### src/rtl/arsc_pkg.sv
// package: constants and carriers for the converter result and sleep control
package arsc_pkg;

  // ==========================================================
  // reference selection codes
  localparam logic [1:0] REF_EXT_PIN   = 2'h0; // external reference pin
  localparam logic [1:0] REF_SUPPLY    = 2'h1; // analog supply
  localparam logic [1:0] REF_INT_1V1   = 2'h2; // internal 1.1 V
  localparam logic [1:0] REF_INT_2V56  = 2'h3; // internal 2.56 V
  localparam logic [1:0] RST_REF_SEL   = 2'h0;

  // ==========================================================
  // result codes and field positions
  localparam int         RES_W         = 10;
  localparam logic [9:0] CODE_ZERO     = 10'h000;
  localparam logic [9:0] CODE_FULL     = 10'h3ff;
  localparam logic [9:0] CODE_DIFF_MIN = 10'h200;
  localparam logic [9:0] CODE_DIFF_MAX = 10'h1ff;
  localparam int         SIGN_POS      = 9;
  localparam logic [9:0] RST_RESULT    = 10'h000;

  // ==========================================================
  // conversion timing, in converter clock ticks
  localparam int         CONV_TICKS    = 13;
  localparam int         FIRST_TICKS   = 25;
  localparam logic [7:0] RST_PRESCALE  = 8'h01;

  typedef enum logic [1:0] {
    ST_OFF  = 2'b00,
    ST_IDLE = 2'b01,
    ST_CONV = 2'b10
  } arsc_state_t;

  // sample taken at conversion start
  typedef struct packed {
    logic       diff;      // differential conversion
    logic [1:0] refSel;    // latched reference
    logic [9:0] sample;    // raw analog code from comparator array
  } arsc_conv_t;

endpackage

### src/rtl/arsc_adc_ctrl.sv
// result formatting and sleep-triggered conversion control of the converter
`timescale 1ns/1ns
`default_nettype none

module arsc_adc_ctrl
  import arsc_pkg::*;
#(
  parameter int PRESCALE = 2 // system clocks per converter clock tick, at least 1
) (
  input  wire logic       mclk,              // system clock, 25 MHz
  input  wire logic       sys_rst,           // synchronous reset, active high
  input  wire logic       converter_enable,  // converter on
  input  wire logic       conversion_start,  // one-cycle start request
  input  wire logic       result_left_align, // left-adjust presentation
  input  wire logic [1:0] reference_select,  // requested reference
  input  wire logic       diffMode,          // selected channel pair is differential
  input  wire logic [4:0] posChannel,        // positive input channel
  input  wire logic [4:0] negChannel,        // negative input channel, may equal positive
  input  wire logic       cpuHalted,         // cpu has halted in sleep
  input  wire logic       sleepNoiseIdle,    // sleep mode is noise reduction or idle
  input  wire logic       irqEnable,         // completion interrupt enabled
  input  wire logic       irqAck,            // interrupt serviced
  input  wire logic       flagClear,         // software clears done flag
  input  wire logic       otherWake,         // another interrupt woke the cpu
  input  wire logic [10:0] analogCode,       // comparator code, bit 10 = over range
  output logic            conversion_done_flag, // sticky done flag
  output logic            convBusy,          // conversion running
  output logic            irqRequest,        // completion interrupt request
  output logic            cpuWake,           // wake pulse to cpu
  output logic [1:0]      activeRef,         // reference in use by analog side
  output logic [4:0]      muxPos,            // positive mux drive
  output logic [4:0]      muxNeg,            // negative mux drive
  output logic [7:0]      result_low_byte,   // low result byte
  output logic [7:0]      result_high_byte   // high result byte
);

  // ==========================================================
  // overview
  // a conversion runs in three steps: a start is queued, the queue is
  // taken on the next converter tick in idle, and the sample and the
  // reference are latched for the whole conversion.
  // completion stores the code, sets the done flag and, when the
  // conversion came from a sleep entry with the cpu still halted and no
  // other wake seen, sends one wake pulse.
  // the analog side only ever sees registered selections, so a write to
  // the selects during a conversion cannot disturb the sampling window.
  // limitation: only single conversions are served, there is no
  // free-running start; the only automatic start is the one queued on a sleep halt.

  // ==========================================================
  // elaboration checks
  // the prescaler counter is eight bits wide, longer periods cannot be served
  if (PRESCALE < 1 || PRESCALE > 255) begin : g_bad_prescale
    $error("prescale out of range");
  end
  // the tick counter is five bits wide; a longer first conversion would wrap
  if (FIRST_TICKS > 32 || CONV_TICKS < 1 || CONV_TICKS > FIRST_TICKS) begin : g_bad_ticks
    $error("conversion tick counts out of range");
  end

  // ==========================================================
  // prescaler: held in reset while converter is off
  // one tick every PRESCALE system clocks; starting from its reset value
  // puts the first tick after enable a full period later
  logic [7:0] preCnt, next_preCnt;
  logic       tick;

  always_comb begin
    next_preCnt = preCnt;
    tick        = 1'b0;
    if (!converter_enable) begin
      next_preCnt = RST_PRESCALE;
    end else if (preCnt >= 8'(PRESCALE)) begin
      next_preCnt = RST_PRESCALE;
      tick        = 1'b1;
    end else begin
      next_preCnt = preCnt + 8'h01;
    end
  end

  // prescaler register
  always_ff @(posedge mclk) begin
    if (sys_rst) begin
      preCnt <= RST_PRESCALE;
    end else begin
      preCnt <= next_preCnt;
    end
  end

  // ==========================================================
  // conversion sequencer
  arsc_state_t state, next_state;
  logic [4:0]  tickCnt, next_tickCnt;
  logic        firstConv, next_firstConv;
  logic        startPend, next_startPend;
  logic        sleepArmed, next_sleepArmed;
  logic        sleepConv, next_sleepConv;
  logic        doneNow;
  // one record per conversion, latched at start
  arsc_conv_t  conv, next_conv;
  logic [9:0]  stored, next_stored;
  logic [9:0]  rawCode;

  always_comb begin
    if (!diffMode && analogCode[10]) begin
      rawCode = CODE_FULL;
    end else begin
      // differential codes pass untouched, the sign already sits in bit 9
      rawCode = analogCode[9:0];
    end
  end

  // sequencer next state; a start that arrives while busy stays queued
  always_comb begin
    next_state      = state;
    next_tickCnt    = tickCnt;
    next_firstConv  = firstConv;
    next_startPend  = startPend | conversion_start;
    next_sleepArmed = sleepArmed;
    next_sleepConv  = sleepConv;
    next_conv       = conv;
    next_stored     = stored;
    doneNow         = 1'b0;
    // re-arm only while the cpu is not halted
    // armed again only once the cpu runs, so one halt gives one start
    if (!cpuHalted) begin
      next_sleepArmed = 1'b1;
    end
    case (state)
      ST_OFF: begin
        // off: forget queued starts, the next conversion is the long one
        next_firstConv = 1'b1;
        next_startPend = 1'b0;
        if (converter_enable) begin
          next_state = ST_IDLE;
        end
      end
      ST_IDLE: begin
        // a halt with the sleep conditions queues exactly one start
        // auto start on halt in noise-reduction or idle
        if (cpuHalted && sleepNoiseIdle && sleepArmed && irqEnable) begin
          next_startPend  = 1'b1;
          next_sleepArmed = 1'b0;
          next_sleepConv  = 1'b1;
        end
        if (startPend && tick) begin
          next_state     = ST_CONV;
          next_startPend = 1'b0;
          next_tickCnt   = 5'h00;
          // lock reference and channels at start
          next_conv.diff   = diffMode;
          next_conv.refSel = reference_select;
          next_conv.sample = rawCode;
        end
      end
      ST_CONV: begin
        // the first conversion after enable is long to settle the analog side
        if (tick) begin
          next_tickCnt = tickCnt + 5'h01;
          if (tickCnt == 5'((firstConv ? FIRST_TICKS : CONV_TICKS) - 1)) begin
            doneNow        = 1'b1;
            next_firstConv = 1'b0;
            next_state     = ST_IDLE;
            next_stored    = conv.sample;
          end
        end
      end
      default: begin
        next_state = ST_OFF;
      end
    endcase
    // only clearing the enable stops the converter
    // any sleep mode leaves the converter running unless software clears it
    if (!converter_enable) begin
      next_state     = ST_OFF;
      next_sleepConv = 1'b0;
    end
  end

  // sequencer registers; the sleep marker drops with completion
  always_ff @(posedge mclk) begin
    if (sys_rst) begin
      state      <= ST_OFF;
      tickCnt    <= 5'h00;
      firstConv  <= 1'b1;
      startPend  <= 1'b0;
      sleepArmed <= 1'b1;
      sleepConv  <= 1'b0;
      conv       <= '0;
      stored     <= RST_RESULT;
    end else begin
      state      <= next_state;
      tickCnt    <= next_tickCnt;
      firstConv  <= next_firstConv;
      startPend  <= next_startPend;
      sleepArmed <= next_sleepArmed;
      sleepConv  <= doneNow ? 1'b0 : next_sleepConv;
      conv       <= next_conv;
      stored     <= next_stored;
    end
  end

  // ==========================================================
  // done flag, interrupt request, wake
  logic next_flag, next_irq, next_wake;

  // a completion landing on the clear cycle must not be lost, so the
  // set term wins; the cost is that such a clear has to be repeated
  // acknowledge and clear act alike, the cpu may use either
  always_comb begin
    // set wins over clear or acknowledge
    next_flag = doneNow | (conversion_done_flag & ~flagClear & ~irqAck);
    // request raised even if cpu woke earlier
    next_irq  = next_flag & irqEnable;
    // completion of sleep conversion wakes cpu
    next_wake = doneNow & sleepConv & ~otherWake & cpuHalted;
  end

  // all three outputs are registered so the cpu sees clean levels
  always_ff @(posedge mclk) begin
    if (sys_rst) begin
      conversion_done_flag <= 1'b0;
      irqRequest           <= 1'b0;
      cpuWake              <= 1'b0;
    end else begin
      conversion_done_flag <= next_flag;
      irqRequest           <= next_irq;
      cpuWake              <= next_wake;
    end
  end

  // ==========================================================
  // analog side drive and result presentation
  logic [1:0] next_ref;
  logic [4:0] next_pos, next_neg;
  logic [7:0] next_low, next_high;

  // mux drive copies its own registered value while converting, so the
  // channel seen at the sampling point cannot move under the comparator
  always_comb begin
    // reference follows request only when not converting
    next_ref = (next_state == ST_CONV) ? next_conv.refSel : reference_select;
    next_pos = (next_state == ST_CONV) ? muxPos : posChannel;
    next_neg = (next_state == ST_CONV) ? muxNeg : negChannel;
    // differential codes kept as two's complement, bit 9 is sign; single-ended codes are unsigned
    // alignment applied to the stored value every cycle
    if (result_left_align) begin
      next_high = next_stored[9:2];
      next_low  = {next_stored[1:0], 6'h00};
    end else begin
      next_high = {6'h00, next_stored[9:8]};
      next_low  = next_stored[7:0];
    end
  end

  // presentation registers
  always_ff @(posedge mclk) begin
    if (sys_rst) begin
      activeRef        <= RST_REF_SEL;
      muxPos           <= 5'h00;
      muxNeg           <= 5'h00;
      result_low_byte  <= 8'h00;
      result_high_byte <= 8'h00;
      convBusy         <= 1'b0;
    end else begin
      activeRef        <= next_ref;
      muxPos           <= next_pos;
      muxNeg           <= next_neg;
      result_low_byte  <= next_low;
      result_high_byte <= next_high;
      convBusy         <= (next_state == ST_CONV);
    end
  end

endmodule

`default_nettype wire

### config.mk
export PLATFORM = sky130hd
export DESIGN_NAME = arsc_adc_ctrl
export DESIGN_NICKNAME = d
export VERILOG_FILES = /design/src/rtl/arsc_pkg.sv /design/src/rtl/arsc_adc_ctrl.sv
export SDC_FILE = /design/constraint.sdc
export NUM_CORES = 1
export LEC_CHECK = 0
export BUFFER_PORTS_ARGS = -buffer_cell sky130_fd_sc_hd__buf_2
export CAP_MARGIN = 20
export CORE_ASPECT_RATIO = 0.7
export CORE_UTILIZATION = 53
export CTS_CLUSTER_DIAMETER = 60
export DETAILED_ROUTE_END_ITERATION = 10
export PLACE_DENSITY = 0.8
export SYNTH_ARGS = -nofsm -noshare
export SYNTH_HDL_FRONTEND = slang
export SYNTH_SLANG_ARGS = --single-unit
export TNS_END_PERCENT = 10
### constraint.sdc
create_clock -name mclk -period 2.4 [get_ports mclk]
set_input_delay 0.48 -clock mclk [delete_from_list [all_inputs] [get_ports mclk]]
set_output_delay 0.48 -clock mclk [all_outputs]
set_load 0.01 [all_outputs]
==> impl_metrics.csv <==
group,metric,value,unit
run_status,status,"completed",
setup_path,cp-end-kind,"register",
layout,drive_above_1_share,0.239,
floorplan,initial_core_util,0.553,
setup_path,crit_path_start_kind,"register",
detailed_routing,routed.top_layer,"met4",
detailed_routing,wl_per_cell,13.4,µm
yosys,synth_top_family_by_area,"simple AND/OR/NAND/NOR gates",
yosys,synthFlopType,"dfxtp_1",
yosys,synth_top_area_frac,0.503,
floorplan,core_area,0.00526,mm²
setup_path,r2r-end,"muxNeg[0]",
detailed_routing,vias,2398,
sta,setup_viol,0,
layout,n_antenna_cell,0,
cts,cts_hold_buf,0,
yosys,syn-mean-instance-area,9.56,µm²
yosys,synth_top_cell_by_area,"dfxtp_1",
worst_hold_path,hold_start,"cpuHalted",
sta,slew_headroom,0.542,
setup_path,r2r_cells,7,
sta,skew,0.00841,ns
yosys,yosysSeqAreaShare,0.503,
detailed_routing,via_per_inst,5.31,
place,dp_hpwl,4300,µm
sta,fin_crit_sh,0.911,
grt,overflow,0,
cts,post_cts_buffers,0,
yosys,synth_most_common_cell,"dfxtp_1",
layout,synthToLayoutAreaGrowth,21.4,%
setup_path,worstPathArrival,2.45,ns
detailed_routing,firstDrtPassIters,4,
worst_hold_path,min_path_cells,2,
cts,cts_tree,"done",
yosys,synth_simple_gate_area_share,0.196,
yosys,synth_warnings,0,
yosys,synth-compound-area-share,0.179,
detailed_routing,drtAntennaViolNets,0,
floorplan,io_pins,67,
floorplan,dieHeight,64.0,µm
yosys,synth_cell_type_count,41,
floorplan,row_count,22,
yosys,synthTopCellsByCount,"dfxtp_1, nor2_1, nand2b_1, a21oi_1, mux2i_1",
cts,numClockSinks,73,
flow_run,maxCapViolCount,0,
floorplan,dieArea,0.00579,mm²
yosys,synthArstFlopShare,0,
detailed_routing,wl_met1,2880,µm
grt,grt.total_usage,0.228,
pwr,p_per_area,668,mW/mm²
setup_path,r2r_start,"preCnt[0]",
pwr,power.leakage,0.00150,µW
cts,path_clk_slew,0.07,ns
yosys,synth-xor-area-share,0.00603,
cts,cts-resized-gates,0,
layout,nets,414,
setup_path,ff2ff_setup_slack,0.21,ns
sta,rsz0062_at_grt,"no",
grt,grt_pass1_wl,10200,µm
yosys,synth_area_leaders,"dfxtp_1, mux2i_1, nand2b_1",
detailed_routing,wirelength,6060,µm
place,pre_cts_ws,0.248,ns
cts,cts_inserted_buffers,9,
setup_path,worstPathRequired,2.67,ns
detailed_routing,remaining_drc_errors,0,
setup_path,cp_max_fo,12,
sta,setup_ws,0.214,ns
sta,hold_violations,0,
grt,grt_pass1_vias,2206,
detailed_routing,wl_met3,433,µm
detailed_routing,met2_length,2620,µm
yosys,synth_area,0.00291,mm²
place,place.gp.congestion,0.827,
grt,antenna_found_initial,0,
worst_hold_path,min_to,"sleepArmed",
place,numPortBuffers,66,
cts,htreeDepth,3,
cts,cts_buffer_depth,2,
setup_path,criticalPathCategory,"register to register",
yosys,synth_mux_area_frac,0.0620,
sta,fin_tns_setup,0,ns
yosys,synth_fa_ha_area_frac,0.0172,
yosys,ys_seq_elements,73,
grt,grt_max_degree,41,
floorplan,die_x,90.5,µm
pwr,ir_worst_vdd,0.000387,V
yosys,syn-instance-count,304,
yosys,synth_edf_count,0,
sta,fmax,0.458,GHz
detailed_routing,drtIter0Drc,113,
sta,maxSlewViolCount,0,
setup_path,critPathLaunch,"preCnt[0]",
sta,fin_crit,2.19,ns
worst_hold_path,hold_path_class,"input port to register",
cts,clockRootBuffer,"clkbuf_8",
sta,worstMarginPinSlew,0.686,ns
cts,clk_latency,0.35,ns
[state kept, by name, indices dropped and copies added (netlist names), 5 cells and up]
signal and flops:
result_high_byte 8, result_low_byte 8, stored 10, muxNeg 5, preCnt 8, muxPos 5, conv 12, tickCnt 5
[critical path, cell delays in order, from the launching register on]
cell and delay (ns):
dfxtp_1 0.33, inv_1 0.06, ha_1 0.20, or4_1 0.43, o211a_1 0.37, a211oi_4 0.24, buf_4 0.25, mux2i_1 0.23
[metal layers]
layer  vias up  global-route usage
li1       1206                   -
met1      1103               0.306
met2        77               0.337
met3        12              0.0655
met4         0               0.113
met5         -                   0
[worst max-delay path by stage]
stage,cells past startpoint,endpoint,slack (ns)
floorplan,9,muxNeg[2],0.27
global placement,7,muxNeg[3],0.30
detailed placement,7,muxNeg[2],0.25
CTS,7,muxNeg[0],0.18
global route,7,muxNeg[0],0.08
finish,7,muxNeg[0],0.21
[logic make-up after synthesis]
| logic type | Yosys count |
|---|---|
| buffers and inverters | 23 |
| other | 1 |
| flip-flops | 73 |
| multiplexers | 18 |
| XOR/XNOR | 2 |
| AND/OR/NAND/NOR | 107 |
| adder cells (fa/ha/maj) | 4 |
| AO/OA/AOI/OAI | 76 |
[layout by cell type (no fill, tap or decap), types with 6 or more instances in the layout]
master | Yosys | layout
a211oi_1 | 16 | 16
a21boi_0 | 6 | 6
a21boi_1 | 6 | 6
a21oi_1 | 18 | 18
buf_2 | 2 | 66
buf_4 | 0 | 9
clkbuf_8 | 0 | 11
dfxtp_1 | 73 | 73
mux2i_1 | 18 | 18
nand2_1 | 6 | 6
nand2b_1 | 28 | 28
nand3_1 | 11 | 11
nor2_1 | 35 | 35
nor2b_1 | 7 | 7
o21ai_1 | 9 | 9
[where the power goes]
group	total, µW	switching (µW)	internal, µW	leakage (µW)
Combinational	142	74.4	67.3	0.000808
Sequential	1250	16.1	1230	0.000594
Clock	963	426	537	0.000103
[area by class of cell]
type / instances / area [µm²]
repair buffers: 75 / 398
fillers: 435 / 1730
well taps: 72 / 90.1
multi-input cells: 212 / 1360
clock buffers: 12 / 155
clock inverters: 4 / 51.3
flip-flops and latches: 73 / 1460
inverters: 4 / 15.0
[per-stage QoR]
step,utilization,instance area [µm²],cells,hold slack (ns),power (µW)
3_5_place_dp,0.632,3320,436,0.465,1420
3_3_place_gp,0.632,3320,436,0.456,1410
2_1_floorplan,-,2920,308,0.444,1360
4_1_cts,0.671,3530,452,0.348,2380
5_1_grt,0.671,3530,452,0.371,2460
6_report,0.671,3530,452,0.364,2360
Power figures use the tool's default switching activity.
